`config.mk`:
```
export PLATFORM = sky130hd
export DESIGN_NAME = iob_channel_ctl
export DESIGN_NICKNAME = d
export VERILOG_FILES = /design/src/iob_pkg.sv /design/src/iob_channel_ctl.sv /design/src/iob_cw_mem.sv
export VERILOG_INCLUDE_DIRS = /design/src
export SDC_FILE = /design/constraint.sdc
export NUM_CORES = 2
export LEC_CHECK = 0
export BUFFER_PORTS_ARGS = -buffer_cell sky130_fd_sc_hd__clkbuf_2
export CELL_PAD_IN_SITES_DETAIL_PLACEMENT = 1
export CELL_PAD_IN_SITES_GLOBAL_PLACEMENT = 2
export CORE_ASPECT_RATIO = 0.9
export CORE_MARGIN = 3
export CORE_UTILIZATION = 41
export CTS_CLUSTER_DIAMETER = 50
export DETAILED_ROUTE_END_ITERATION = 10
export PLACE_DENSITY_LB_ADDON = 0.1
export SLEW_MARGIN = 40
export SYNTH_ARGS = -nofsm -noshare
export SYNTH_HDL_FRONTEND = slang
export SYNTH_HIERARCHICAL = 1
export SYNTH_SLANG_ARGS = --single-unit
```
`constraint.sdc`:
```
create_clock -name ref_clk_in -period 41.9 [get_ports ref_clk_in]
set_clock_uncertainty 0.2 [all_clocks]
set_input_delay 0 -clock ref_clk_in [delete_from_list [all_inputs] [get_ports ref_clk_in]]
set_output_delay 0 -clock ref_clk_in [all_outputs]
set_load 0.01 [all_outputs]
```
`src/iob_defines.svh`:
```
// constants for the buffered channel controller
`ifndef IOB_DEFINES_SVH
`define IOB_DEFINES_SVH
`define IOB_WORD_W 30
`define IOB_HALF_W 15
`define IOB_NCH 12
`define IOB_NCH_LIM 4'hC
`define IOB_CW_DEPTH 32
`define IOB_CW_AW 5
// control word locations in core (octal 00100 and 00120)
`define IOB_LOC_BASE 15'h0040
`define IOB_LOC_IN 15'h0040
`define IOB_LOC_OUT 15'h0050
// function codes (octal 72..76, 66, 67)
`define IOB_OP_BJUMP 6'h3A
`define IOB_OP_IBUF 6'h3B
`define IOB_OP_OBUF 6'h3C
`define IOB_OP_IBUF_MON 6'h3D
`define IOB_OP_OBUF_MON 6'h3E
`define IOB_OP_TERM_IN 6'h36
`define IOB_OP_TERM_OUT 6'h37
// operand interpretation values
`define IOB_K_ADDR 2'h0
`define IOB_K_LOW 2'h1
`define IOB_K_BAD 2'h2
`define IOB_K_FULL 2'h3
`endif

```
`src/iob_pkg.sv`:
```
// types for the buffered channel controller
package iob_pkg;
   typedef enum logic [2:0] {
      ST_IDLE,
      ST_INIT_WR,
      ST_SVC_WR,
      ST_SVC_WAIT,
      ST_SVC_OUT
   } iob_state_t;

   typedef struct packed {
      iob_state_t state;
      logic [3:0] ch;
      logic dir;
      logic [5:0] op;
      logic [1:0] k;
      logic [14:0] y;
      logic [29:0] opnd;
      logic [11:0] act_i;
      logic [11:0] mon_i;
      logic [11:0] act_o;
      logic [11:0] mon_o;
      logic [11:0] ack_i;
      logic [11:0] ack_o;
      logic [11:0][29:0] odata;
      logic [11:0] rq_i_s1;
      logic [11:0] rq_i_s2;
      logic [11:0] rq_o_s1;
      logic [11:0] rq_o_s2;
      logic [11:0][29:0] id_s1;
      logic [11:0][29:0] id_s2;
      logic jmp_valid;
      logic jmp_taken;
      logic [14:0] jmp_addr;
      logic b_we;
      logic [14:0] b_wdata;
      logic done;
      logic irq;
      logic irq_dir;
      logic [3:0] irq_ch;
      logic core_req;
      logic core_we;
      logic [14:0] core_addr;
      logic [29:0] core_wdata;
   } iob_regs_t;
endpackage

```
`src/iob_channel_ctl.sv`:
```
// buffered channel controller with counted jump
// Contract
// - counted jump with nonzero index jumps to Y and decrements index
// - counted jump with zero index falls through, index unchanged
// - taken jump uses only the low 15 bits of Y
// - input buffer arms channel to store words from Y, peripheral paced
// - current address incremented before every buffered word moves
// - input running address kept in low half of word 00100 plus j
// - output buffer reads core, address kept in word 00120 plus j
// - buffer active until re-init, terminate, or control halves equal
// - interpretation 3 writes the whole operand word into control word
// - interpretation 1 writes operand low 15 bits, upper half kept
// - interpretation 0 writes Y itself into low half, upper kept
// - setup then next instruction at once; interpretation 2 forbidden
// - monitored input buffer interrupts when halves become equal
// - monitored output buffer interrupts on completion
// - terminate deactivates buffer, no interrupt, operand fields ignored
// - input word: request, device samples and acknowledges, then drop
// - output word: request, device drives data and ack, then removes
`timescale 1ns/100ps
`include "iob_defines.svh"
module iob_channel_ctl
   import iob_pkg::*;
(
   input wire logic ref_clk_in,
   input wire logic sys_rst_in,
   input wire logic instr_valid_in,
   input wire logic [5:0] instr_op_in,
   input wire logic [3:0] instr_j_in,
   input wire logic [1:0] instr_k_in,
   input wire logic [14:0] instr_y_in,
   input wire logic [29:0] instr_operand_in,
   input wire logic [14:0] index_val_in,
   output logic instr_ready_out,
   output logic instr_done_out,
   output logic jmp_valid_out,
   output logic jmp_taken_out,
   output logic [14:0] jmp_addr_out,
   output logic bidx_we_out,
   output logic [14:0] bidx_wdata_out,
   output logic core_req_out,
   output logic core_we_out,
   output logic [14:0] core_addr_out,
   output logic [29:0] core_wdata_out,
   input wire logic [29:0] core_rdata_in,
   input wire logic [11:0] in_req_in,
   input wire logic [11:0][29:0] in_data_in,
   output logic [11:0] in_ack_out,
   input wire logic [11:0] out_req_in,
   output logic [11:0] out_ack_out,
   output logic [11:0][29:0] out_data_out,
   output logic [11:0] in_active_out,
   output logic [11:0] out_active_out,
   output logic mon_irq_out,
   output logic mon_dir_out,
   output logic [3:0] mon_ch_out
);
   iob_regs_t st;
   iob_regs_t nx;
   logic cw_we;
   logic [4:0] cw_waddr;
   logic [4:0] cw_raddr;
   logic [29:0] cw_wdata;
   logic [29:0] cw_rdata;
   logic [11:0] pend_i;
   logic [11:0] pend_o;
   logic [14:0] nlow;
   logic is_init;
   logic accept;

   function automatic logic [4:0] cw_idx(input logic d, input logic [3:0] c);
      logic [14:0] loc;
      logic [14:0] off;
      loc = (d ? `IOB_LOC_OUT : `IOB_LOC_IN) + {11'h000, c};
      off = loc - `IOB_LOC_BASE;
      return off[4:0];
   endfunction

   iob_cw_mem u_cw_mem
   (
      .ref_clk_in(ref_clk_in),
      .sys_rst_in(sys_rst_in),
      .we_in(cw_we),
      .waddr_in(cw_waddr),
      .wdata_in(cw_wdata),
      .raddr_in(cw_raddr),
      .rdata_out(cw_rdata)
   );

   // ************************************************************
   // next state
   // ************************************************************
   assign accept = instr_valid_in && (st.state == ST_IDLE);
   assign is_init = (instr_op_in == `IOB_OP_IBUF) ||
                    (instr_op_in == `IOB_OP_OBUF) ||
                    (instr_op_in == `IOB_OP_IBUF_MON) ||
                    (instr_op_in == `IOB_OP_OBUF_MON);
   assign pend_i = st.act_i & st.rq_i_s2 & ~st.ack_i;
   assign pend_o = st.act_o & st.rq_o_s2 & ~st.ack_o;
   assign nlow = cw_rdata[14:0] + 15'h0001;

   always_comb
   begin
      nx = st;
      cw_we = 1'b0;
      cw_waddr = 5'h00;
      cw_wdata = 30'h0;
      cw_raddr = 5'h00;
      nx.jmp_valid = 1'b0;
      nx.b_we = 1'b0;
      nx.done = 1'b0;
      nx.irq = 1'b0;
      nx.core_req = 1'b0;
      nx.core_we = 1'b0;
      // pins pass two stages; data passes the same two stages in step with its request
      nx.rq_i_s1 = in_req_in;
      nx.rq_i_s2 = st.rq_i_s1;
      nx.rq_o_s1 = out_req_in;
      nx.rq_o_s2 = st.rq_o_s1;
      nx.id_s1 = in_data_in;
      nx.id_s2 = st.id_s1;
      for (int i = 0; i < `IOB_NCH; i++)
      begin
         if (st.ack_i[i] && !st.rq_i_s2[i])
            nx.ack_i[i] = 1'b0;
         if (st.ack_o[i] && !st.rq_o_s2[i])
         begin
            nx.ack_o[i] = 1'b0;
            nx.odata[i] = 30'h0;
         end
      end
      case (st.state)
         ST_IDLE:
         begin
            if (accept)
            begin
               nx.op = instr_op_in;
               nx.ch = instr_j_in;
               nx.k = instr_k_in;
               nx.y = instr_y_in;
               nx.opnd = instr_operand_in;
               nx.dir = (instr_op_in == `IOB_OP_OBUF) ||
                        (instr_op_in == `IOB_OP_OBUF_MON);
               if (instr_op_in == `IOB_OP_BJUMP)
               begin
                  nx.jmp_valid = 1'b1;
                  nx.jmp_taken = (index_val_in != 15'h0000);
                  nx.jmp_addr = instr_y_in;
                  nx.b_we = (index_val_in != 15'h0000);
                  nx.b_wdata = index_val_in - 15'h0001;
               end
               else if (instr_j_in >= `IOB_NCH_LIM)
                  nx.done = 1'b1;
               else if (instr_op_in == `IOB_OP_TERM_IN)
               begin
                  nx.act_i[instr_j_in] = 1'b0;
                  nx.mon_i[instr_j_in] = 1'b0;
                  nx.done = 1'b1;
               end
               else if (instr_op_in == `IOB_OP_TERM_OUT)
               begin
                  nx.act_o[instr_j_in] = 1'b0;
                  nx.mon_o[instr_j_in] = 1'b0;
                  nx.done = 1'b1;
               end
               else if (is_init)
               begin
                  cw_raddr = cw_idx(nx.dir, instr_j_in);
                  nx.state = ST_INIT_WR;
               end
               else
                  nx.done = 1'b1;
            end
            else if ((pend_i | pend_o) != 12'h000)
            begin
               // inputs win over outputs, lower channel numbers first
               for (int i = `IOB_NCH - 1; i >= 0; i--)
               begin
                  if (pend_o[i])
                  begin
                     nx.ch = 4'(i);
                     nx.dir = 1'b1;
                  end
               end
               for (int i = `IOB_NCH - 1; i >= 0; i--)
               begin
                  if (pend_i[i])
                  begin
                     nx.ch = 4'(i);
                     nx.dir = 1'b0;
                  end
               end
               cw_raddr = cw_idx(nx.dir, nx.ch);
               nx.state = ST_SVC_WR;
            end
         end
         ST_INIT_WR:
         begin
            cw_we = 1'b1;
            cw_waddr = cw_idx(st.dir, st.ch);
            case (st.k)
               `IOB_K_FULL: cw_wdata = st.opnd;
               `IOB_K_LOW: cw_wdata = {cw_rdata[29:15], st.opnd[14:0]};
               `IOB_K_ADDR: cw_wdata = {cw_rdata[29:15], st.y};
               default: cw_wdata = cw_rdata;
            endcase
            // a new initiation supersedes any buffer of the same direction on the channel
            if (st.dir)
            begin
               nx.act_o[st.ch] = 1'b1;
               nx.mon_o[st.ch] = (st.op == `IOB_OP_OBUF_MON);
            end
            else
            begin
               nx.act_i[st.ch] = 1'b1;
               nx.mon_i[st.ch] = (st.op == `IOB_OP_IBUF_MON);
            end
            nx.done = 1'b1;
            nx.state = ST_IDLE;
         end
         ST_SVC_WR:
         begin
            cw_we = 1'b1;
            cw_waddr = cw_idx(st.dir, st.ch);
            cw_wdata = {cw_rdata[29:15], nlow};
            nx.core_req = 1'b1;
            nx.core_addr = nlow;
            if (st.dir)
               nx.state = ST_SVC_WAIT;
            else
            begin
               nx.core_we = 1'b1;
               nx.core_wdata = st.id_s2[st.ch];
               nx.ack_i[st.ch] = 1'b1;
               nx.state = ST_IDLE;
            end
            if (nlow == cw_rdata[29:15])
            begin
               nx.irq_ch = st.ch;
               nx.irq_dir = st.dir;
               if (st.dir)
               begin
                  nx.act_o[st.ch] = 1'b0;
                  nx.irq = st.mon_o[st.ch];
                  nx.mon_o[st.ch] = 1'b0;
               end
               else
               begin
                  nx.act_i[st.ch] = 1'b0;
                  nx.irq = st.mon_i[st.ch];
                  nx.mon_i[st.ch] = 1'b0;
               end
            end
         end
         ST_SVC_WAIT:
            nx.state = ST_SVC_OUT;
         ST_SVC_OUT:
         begin
            nx.odata[st.ch] = core_rdata_in;
            nx.ack_o[st.ch] = 1'b1;
            nx.state = ST_IDLE;
         end
         default:
            nx.state = ST_IDLE;
      endcase
   end

   always_ff @(posedge ref_clk_in or posedge sys_rst_in)
   begin
      if (sys_rst_in)
         st <= '0;
      else
         st <= nx;
   end

   // ************************************************************
   // outputs
   // ************************************************************
   assign instr_ready_out = (st.state == ST_IDLE);
   assign instr_done_out = st.done;
   assign jmp_valid_out = st.jmp_valid;
   assign jmp_taken_out = st.jmp_taken;
   assign jmp_addr_out = st.jmp_addr;
   assign bidx_we_out = st.b_we;
   assign bidx_wdata_out = st.b_wdata;
   assign core_req_out = st.core_req;
   assign core_we_out = st.core_we;
   assign core_addr_out = st.core_addr;
   assign core_wdata_out = st.core_wdata;
   assign in_ack_out = st.ack_i;
   assign out_ack_out = st.ack_o;
   assign out_data_out = st.odata;
   assign in_active_out = st.act_i;
   assign out_active_out = st.act_o;
   assign mon_irq_out = st.irq;
   assign mon_dir_out = st.irq_dir;
   assign mon_ch_out = st.irq_ch;

   // ************************************************************
   // checks
   // ************************************************************
   a_jump_taken_val: assert property (@(posedge ref_clk_in)
      disable iff (sys_rst_in) jmp_valid_out |->
      (jmp_taken_out == ($past(index_val_in) != 15'h0000)) &&
      (!jmp_taken_out ||
       (bidx_we_out && bidx_wdata_out == $past(index_val_in) - 15'h0001)))
      else $error("counted jump decision or decrement wrong");
   a_jump_zero_keep: assert property (@(posedge ref_clk_in)
      disable iff (sys_rst_in) (jmp_valid_out && !jmp_taken_out) |->
      !bidx_we_out)
      else $error("index written on fall through");
   a_jump_addr_low: assert property (@(posedge ref_clk_in)
      disable iff (sys_rst_in) jmp_valid_out |->
      jmp_addr_out == $past(instr_y_in))
      else $error("jump address not taken from Y");
   a_svc_incr_addr: assert property (@(posedge ref_clk_in)
      disable iff (sys_rst_in) (st.state == ST_SVC_WR) |=>
      core_req_out && (core_addr_out == $past(cw_rdata[14:0]) + 15'h0001))
      else $error("core address not advanced before transfer");
   a_out_loc_map: assert property (@(posedge ref_clk_in)
      disable iff (sys_rst_in) (accept && instr_j_in < `IOB_NCH_LIM &&
      instr_op_in == `IOB_OP_OBUF) |->
      cw_raddr == 5'h10 + {1'b0, instr_j_in})
      else $error("output control word location wrong");
   a_init_low_keep: assert property (@(posedge ref_clk_in)
      disable iff (sys_rst_in) (st.state == ST_INIT_WR &&
      st.k == `IOB_K_LOW) |-> cw_we &&
      cw_wdata == {cw_rdata[29:15], st.opnd[14:0]})
      else $error("low half setup disturbed upper half");
   a_init_done_fast: assert property (@(posedge ref_clk_in)
      disable iff (sys_rst_in) (accept && is_init &&
      instr_j_in < `IOB_NCH_LIM) |-> ##[1:2] instr_done_out)
      else $error("setup did not finish in two cycles");
   a_term_no_irq: assert property (@(posedge ref_clk_in)
      disable iff (sys_rst_in) (accept && instr_op_in == `IOB_OP_TERM_IN &&
      instr_j_in < `IOB_NCH_LIM) |=>
      !in_active_out[$past(instr_j_in)] && !mon_irq_out)
      else $error("terminate left channel active or interrupted");
   a_silent_finish: assert property (@(posedge ref_clk_in)
      disable iff (sys_rst_in) (st.state == ST_SVC_WR && !st.dir &&
      !st.mon_i[st.ch]) |=> !mon_irq_out)
      else $error("unmonitored buffer raised interrupt");
   a_irq_inactive: assert property (@(posedge ref_clk_in)
      disable iff (sys_rst_in) (mon_irq_out && !mon_dir_out) |->
      !in_active_out[mon_ch_out])
      else $error("interrupt while input buffer still active");
   a_ack_in_drop: assert property (@(posedge ref_clk_in)
      disable iff (sys_rst_in)
      ((~in_ack_out & $past(in_ack_out) & $past(st.rq_i_s2)) == 12'h000))
      else $error("input ack dropped while request high");
   a_out_ack_data: assert property (@(posedge ref_clk_in)
      disable iff (sys_rst_in) (st.state == ST_SVC_OUT) |=>
      out_ack_out[$past(st.ch)] &&
      out_data_out[$past(st.ch)] == $past(core_rdata_in))
      else $error("output ack without its data word");
endmodule

```
`src/iob_cw_mem.sv`:
```
// control word store, one word per channel and direction
`timescale 1ns/100ps
`include "iob_defines.svh"
module iob_cw_mem
(
   input wire logic ref_clk_in,
   input wire logic sys_rst_in,
   input wire logic we_in,
   input wire logic [`IOB_CW_AW-1:0] waddr_in,
   input wire logic [`IOB_WORD_W-1:0] wdata_in,
   input wire logic [`IOB_CW_AW-1:0] raddr_in,
   output logic [`IOB_WORD_W-1:0] rdata_out
);
   logic [`IOB_WORD_W-1:0] mem [`IOB_CW_DEPTH];

   // contents are software's business after power up, so no reset
   always_ff @(posedge ref_clk_in)
   begin
      if (we_in)
         mem[waddr_in] <= wdata_in;
   end

   always_ff @(posedge ref_clk_in or posedge sys_rst_in)
   begin
      if (sys_rst_in)
         rdata_out <= 30'h0;
      else
         rdata_out <= mem[raddr_in];
   end
endmodule

```
# ---- After elaboration in Yosys (flattened, before gate mapping)
# Memories as Yosys holds them, arrays and structs flattened. A register that Yosys moved wholly into a read port is not among the register bits.
# Index checks and enable logic that the tools add are counted.
dict set report classes {
  n_addsub 8
  n_lt_le_gt_ge 5
  n_eq_ne 33
  muxes 133
  n_bitwise 22
  n_reduce_logical 70
}
# operator n
set ops {}
lappend ops {{30-bit two-way mux} 15}
lappend ops {{372-bit two-way mux} 1}
lappend ops {{360-bit bitwise mux} 1}
lappend ops {{5-bit two-way mux} 39}
lappend ops {{48-bit two-way mux} 4}
lappend ops {{24-bit two-way mux} 7}
lappend ops {{12-bit bitwise AND} 12}
lappend ops {{48-bit case mux with 3 select lines} 1}
lappend ops {{30-bit binary-select mux with 4-bit select} 1}
lappend ops {{30-bit demux with 4-bit select} 1}
lappend ops {{30-bit case mux with 3 select lines} 1}
lappend ops {{33-bit two-way mux} 2}
lappend ops {{12-bit OR} 5}
lappend ops {{30-bit case mux with 2 select lines} 1}
lappend ops {{6-bit equality test, second input constant} 9}
lappend ops {{53-bit two-way mux} 1}
lappend ops {{12-bit NOT} 4}
lappend ops {{1-bit two-way mux} 38}
lappend ops {{34-bit two-way mux} 1}
lappend ops {{1-bit logical AND} 27}
lappend ops {{12-bit bitwise mux} 2}
lappend ops {{1-bit logical NOT} 24}
lappend ops {{12-bit two-way mux} 2}
lappend ops {{8-bit two-way mux} 2}
lappend ops {{other kinds (38)} 70}
dict set report totals {
  regBits 1348
  ram_bits 960
  input_bits 489
  word_cells 338
  mem_count 1
}
# name depth word_bits read_ports rd_clocked_by_memory_dff write_ports line_no
set mem_list {}
lappend mem_list {u_cw_mem.mem 32 30 1 1 1 iob_cw_mem.sv:14} ;# logic [`IOB_WORD_W-1:0] mem [`IOB_CW_DEPTH];

# ---- Depth between registers and ports, before layout
dict set report depth {
  depth_word 35
  depth_mapped 16
  mapped_depth_nobuf 12
}

# ---- Modules after synthesis
# Netlist, hierarchy kept.
# mod instances cells_per_inst area_per_inst_um2
set modules_own_cells {}
lappend modules_own_cells {iob_channel_ctl 1 4417 51464.4}
lappend modules_own_cells {iob_cw_mem 1 2123 38212.9}

# ---- Least setup slack after synthesis
# Ideal clock, no wire load.
dict set report synth_timing {
  path_kind {reg-to-reg}
  from {reg st[1345] in the netlist's numbering}
  to {mem u_cw_mem/mem[17][0] in the netlist's numbering (enable)}
  setup_time_ps 417
  arrival_ps 3044
  path_slack_ps 38239
  path_stages_with_launch 8
  n_path_buf 1
  cell_sequence {dfrtp_1 -> buf_2 -> xnor2_1 -> nor2_1 -> nand2_1 -> inv_1 -> or3b_2 -> nor2_1}
}
dict set report synth_between {
  elab_chain_len 5
  elab_cells_between_ends 7
  classes_between {eq/ne: 2; mux: 4; reduce/logical: 1}
}
# element line_no
set synth_lines {}
lappend synth_lines {{start: declaration} iob_channel_ctl.sv:58} ;# iob_regs_t st;
lappend synth_lines {{start signal: assignment} iob_channel_ctl.sv:273} ;# st <= nx;
lappend synth_lines {{3-bit by 2-bit equality test with 1-bit output / 3-bit by 1-bit equality test with 1-bit output (equally long branches)} iob_channel_ctl.sv:132} ;# case (st.state)
lappend synth_lines {{2-bit OR reduction (no line) *} -}
lappend synth_lines {{1-bit two-way mux *} iob_channel_ctl.sv:132}
lappend synth_lines {{net cw_we} iob_channel_ctl.sv:60} ;# logic cw_we;
lappend synth_lines {{1-bit two-way mux *} iob_cw_mem.sv:19} ;# if (we_in)
lappend synth_lines {{1-bit two-way mux (not written as such) *} iob_cw_mem.sv:20} ;# mem[waddr_in] <= wdata_in;
lappend synth_lines {{end: declaration} iob_cw_mem.sv:14}
# The timed path passes the listed nets; every way through them passes the cells marked *.

# ---- Final worst setup path
dict set report layout_timing {
  from {reg st (netlist bit in_active_out[7])}
  to {reg u_cw_mem.rdata_out[10], read port of u_cw_mem.mem}
}
dict set report layout_between {
  elab_cells_between_ends 21
  classes_between {add/sub: 2; mux: 15; bitwise: 3; reduce/logical: 1}
}
# element line_no
set layout_rtl {}
lappend layout_rtl {{12-bit bitwise AND * (2 in series)} iob_channel_ctl.sv:98} ;# assign pend_i = st.act_i & st.rq_i_s2 & ~st.ack_i;
lappend layout_rtl {{5-bit two-way mux (8 in series)} iob_channel_ctl.sv:187} ;# if (pend_i[i])
lappend layout_rtl {{5-bit two-way mux} iob_channel_ctl.sv:174} ;# else if ((pend_i | pend_o) != 12'h000)
lappend layout_rtl {{5-bit two-way mux} iob_channel_ctl.sv:135} ;# if (accept)
lappend layout_rtl {{5-bit two-way mux} iob_channel_ctl.sv:132}
lappend layout_rtl {{5-bit by 4-bit adder with 5-bit output} iob_channel_ctl.sv:74} ;# loc = (d ? `IOB_LOC_OUT : `IOB_LOC_IN) + {11'h000, c};
lappend layout_rtl {{5-bit by 1-bit subtractor with 5-bit output (no line)} -}
lappend layout_rtl {{5-bit two-way mux *} iob_channel_ctl.sv:174}
lappend layout_rtl {{5-bit two-way mux *} iob_channel_ctl.sv:135}
lappend layout_rtl {{5-bit two-way mux *} iob_channel_ctl.sv:132}
lappend layout_rtl {{net cw_raddr[1]} iob_channel_ctl.sv:62} ;# logic [4:0] cw_raddr;
lappend layout_rtl {{end: declaration} iob_cw_mem.sv:12} ;# output logic [`IOB_WORD_W-1:0] rdata_out
# The timed path passes the listed nets; every way through them passes the cells marked *. The select of a mux whose other input is x is not followed.
# A chain may end at the register's enable or synchronous reset.

==> results.md <==
- # DRC: 0
- CP dominant cell by count: nand3_1
- CTS tree: built
- Cell family with most CP delay: simple AND/OR/NAND/NOR gates
- HP Class: in2reg
- Synthesized cell area: 89700 µm²
- DP Wirelength: 203 mm
- Fraction of registers with async set/reset: 0.589
- Area of the multi-input gates: 21400 µm²
- Fill count: 21400
- Worst-Margin Slew: 0.900 ns
- Worst setup path category: reg2reg
- Drt initial violations: 5673
- Root buffer cell: clkbuf_16
- First-pass GRT wire length: 496 mm
- Hold worst-path end: nx[106]$_DFF_PP0_
- Vias per inst: 5.47
- Final Hold Viols: 0
- Syn avg cell area: 13.7 µm²
- Die H: 450 µm
- Via count: 61600
- H-tree depth: 5
- Slew margin rel.: 0.400
- CP max-delay cell: buf_4
- RSZ-0062 raised after global routing: no
- Drt first pass iters: 5
- Post-route clock period utilization: 0.137
- VDD IR-drop max: 0.0000449 V
- M3 GR Usage: 0.0576
- Static leakage: 0.0462 µW
- Global route overflow: 0
- Final Net Count: 8608
- Startpoint Class: register
- Status: finished clean
- All-Layer GR Usage: 0.308
- Wire per inst: 32.1 µm
- Clk_lat worst skew: 0.92 ns
- Total CTS buffers: 279
- R2r setup slk: 36.15 ns
- Post-synth EDFFs: 960
- F_max: 0.174 GHz
- Most used routing layer: met2
- WP buf/inv: 2
- Area growth syn-to-layout: 27.2%
- Gate count of the mapped netlist: 6540
- Top_reg_cell synth: dfrtp_1
- Synth cell types: 76
- Yosys top cell area share: 0.385
- Crit path max fanout: 46
- CTS Buffer Depth: 4
- Synthesized flop and latch total: 2338
- Area contributors post-synth: dfrtp_1 38%, edfxtp_1 32%, mux2i_1 5.9%
- CP arrival: 6.30 ns
- Met1 usage: 0.393
- GR met2 Demand/Resource: 0.508
- Initial Utilization: 0.413
- Critical Path RT: 42.45 ns
- Vias in the first global route: 64500
- Chip width: 499 µm
- Post-synthesis sequential area ratio: 0.706
- Syn Nets: 7031
- Critical path endpoint category: register
- Max-cap viol count: 0
- WHS Path Cells: 3
- Yosys warns: 6
- Reg-to-Reg Start: in_active_out[7]$_DFFE_PP0P_
- Core area: 217000 µm²
- CP cell instances: and3b_1, nor4_1, nand3_1, nor3_1, nor2_1, nand3_1, o21ai_0, and2b_4, buf_4, buf_4, a22o_1, nor3_1, a31oi_1, nand3_1
- Initial antenna violation count: 75
- Port Buffer Count: 984
- Placed cells: 9657
- Hold Crit Start: in_data_in[19]
- Share of cells above drive strength 1: 0.212
- Final wirelength: 361 mm
- Die area: 224000 µm²
- Setup TNS: 0 ns
- Crit-path max cell delay: 0.75 ns
- Largest net degree at the start of global routing: 176
- Worst path depth: 14
- Io pins: 985
- Crit path time final: 5.75 ns
- Final ANT Viol Nets: 0
- Post-synth top area cell: dfrtp_1
- Worst r2r path cells: 14
- Final GP Congestion: 0.851
- Sink Count: 2338
- PwrDens: 66.9 nW/µm²
- Worst-path clk slew: 0.07 ns
- Final std cells w/o fill: 11300
- FP Rows: 162
- Final Setup Violations: 0
- Register area: 63300 µm²
- Slew Limit Fails: 0
- Tot Pwr: 7630 µW
- Capturing point of the worst reg2reg path: u_cw_mem/rdata_out[10]$_DFF_PP0_
## state kept, by name, summed over array words and instances (netlist names), 4 cells and up
register,flops
u_cw_mem/mem,960
in_active_out,12
out_data_out,360
out_ack_out,12
jmp_addr_out,15
st,469
in_ack_out,12
bidx_wdata_out,15
u_cw_mem/rdata_out,30
mon_ch_out,4
core_wdata_out,30
core_addr_out,15
out_active_out,12
nx,384
## cells by family after synthesis
kind of cell               count (synthesis)  share of synthesized area
buffers and inverters                    876                     0.0623
muxes                                    633                     0.0841
DFF                                     2338                      0.706
adders and majority gates                  2                   0.000279
xor gates and xnor gates                  39                    0.00412
and+or+nand+nor                         1686                     0.0806
AOI/OAI and AO/OA                        966                     0.0626
## stage by stage
step | instance area, µm² | setup slack, ns | hold slack [ns] | util
4_1_cts | 114000 | 36.22 | 0.0000795 | 0.524
2_1_floorplan | 89700 | 3.70 | -0.169 | -
6_report | 114000 | 36.15 | 0.0507 | 0.526
3_3_place_gp | 94100 | 35.82 | -0.117 | 0.434
3_5_place_dp | 94500 | 36.21 | -0.109 | 0.435
5_1_grt | 114000 | 35.90 | 0.0275 | 0.525
## power breakdown
part | switching (µW) | internal (µW)
clock | 1010 | 1400
combinational | 1400 | 714
sequential | 240 | 2860
total | 2650 | 4980
## worst max-delay path by stage
stage | end | from
after global placement | nx[311]$_DFF_PP0_ | sys_rst_in
after global routing | st[210]$_DFF_PP0_ | sys_rst_in
after detailed placement | u_cw_mem/rdata_out[10]$_DFF_PP0_ | in_active_out[7]$_DFFE_PP0P_
after floorplan | bidx_wdata_out[0]$_DFFE_PP0P_ | sys_rst_in
final | u_cw_mem/rdata_out[10]$_DFF_PP0_ | in_active_out[7]$_DFFE_PP0P_
after CTS | u_cw_mem/rdata_out[10]$_DFF_PP0_ | in_active_out[7]$_DFFE_PP0P_
## synthesized netlist by cell type (all sizes together), types with 10 or more instances
library cell	n
mux2i	531
clkbuf	255
a21oi	245
xor2	12
dfrtp	1378
a22oi	90
and3	10
nand2b	29
nor4	27
a21o	15
nand2	1123
inv	13
or4	17
nor3	67
edfxtp	960
o21ai	444
nor2	177
a22o	75
a31oi	42
nand4	13
and3b	14
or3	20
and2	16
buf	606
o22ai	12
nand3	122
mux4	96
xnor2	25
nand3b	15
## layout by cell type, fill, tap and decap left out, drive strengths merged, types with 42 or more instances in the layout
master	synthesis	routed
a21oi	245	245
a22o	75	75
a22oi	90	90
a31oi	42	42
buf	606	131
clkbuf	255	1369
clkinv	2	57
dfrtp	1378	1378
diode	0	65
dlygate4sd3	0	1039
edfxtp	960	960
mux2i	531	531
mux4	96	96
nand2	1123	1123
nand3	122	122
nor2	177	177
nor3	67	67
o21ai	444	444
## what timing repair did
item | in CTS | in global routing
hold buffers | 1039 | 0
resized for setup | 0 | 0
hold endpoints to repair | 1032 | 0
buffers inserted | 0 | 0
## cell type report
class,count,area share
flip-flops and latches,2338,0.555
well taps,2870,0.0315
clock inverters,97,0.00807
clock buffers,382,0.0691
repair buffers,2157,0.146
inverters,15,0.000559
multi-input cells,3326,0.188
diodes,65,0.00143
## worst register-to-register path: stages, from the launching register on
cell	delay (ns)
dfrtp_1	0.39
and3b_1	0.24
nor4_1	0.48
nand3_1	0.22
nor3_1	0.51
nor2_1	0.16
nand3_1	0.18
o21ai_0	0.25
and2b_4	0.72
buf_4	0.76
buf_4	0.74
a22o_1	0.29
nor3_1	0.05
a31oi_1	0.32
nand3_1	0.13
## per-layer routing
layer / vias to the layer above / share of wire
met4: 16 / 0.060
met2: 2600 / 0.48
li1: 25800 / -
met3: 852 / 0.063
met1: 32200 / 0.39
met5: - / 0.00029
No activity file was read; power rests on OpenSTA's default activity.
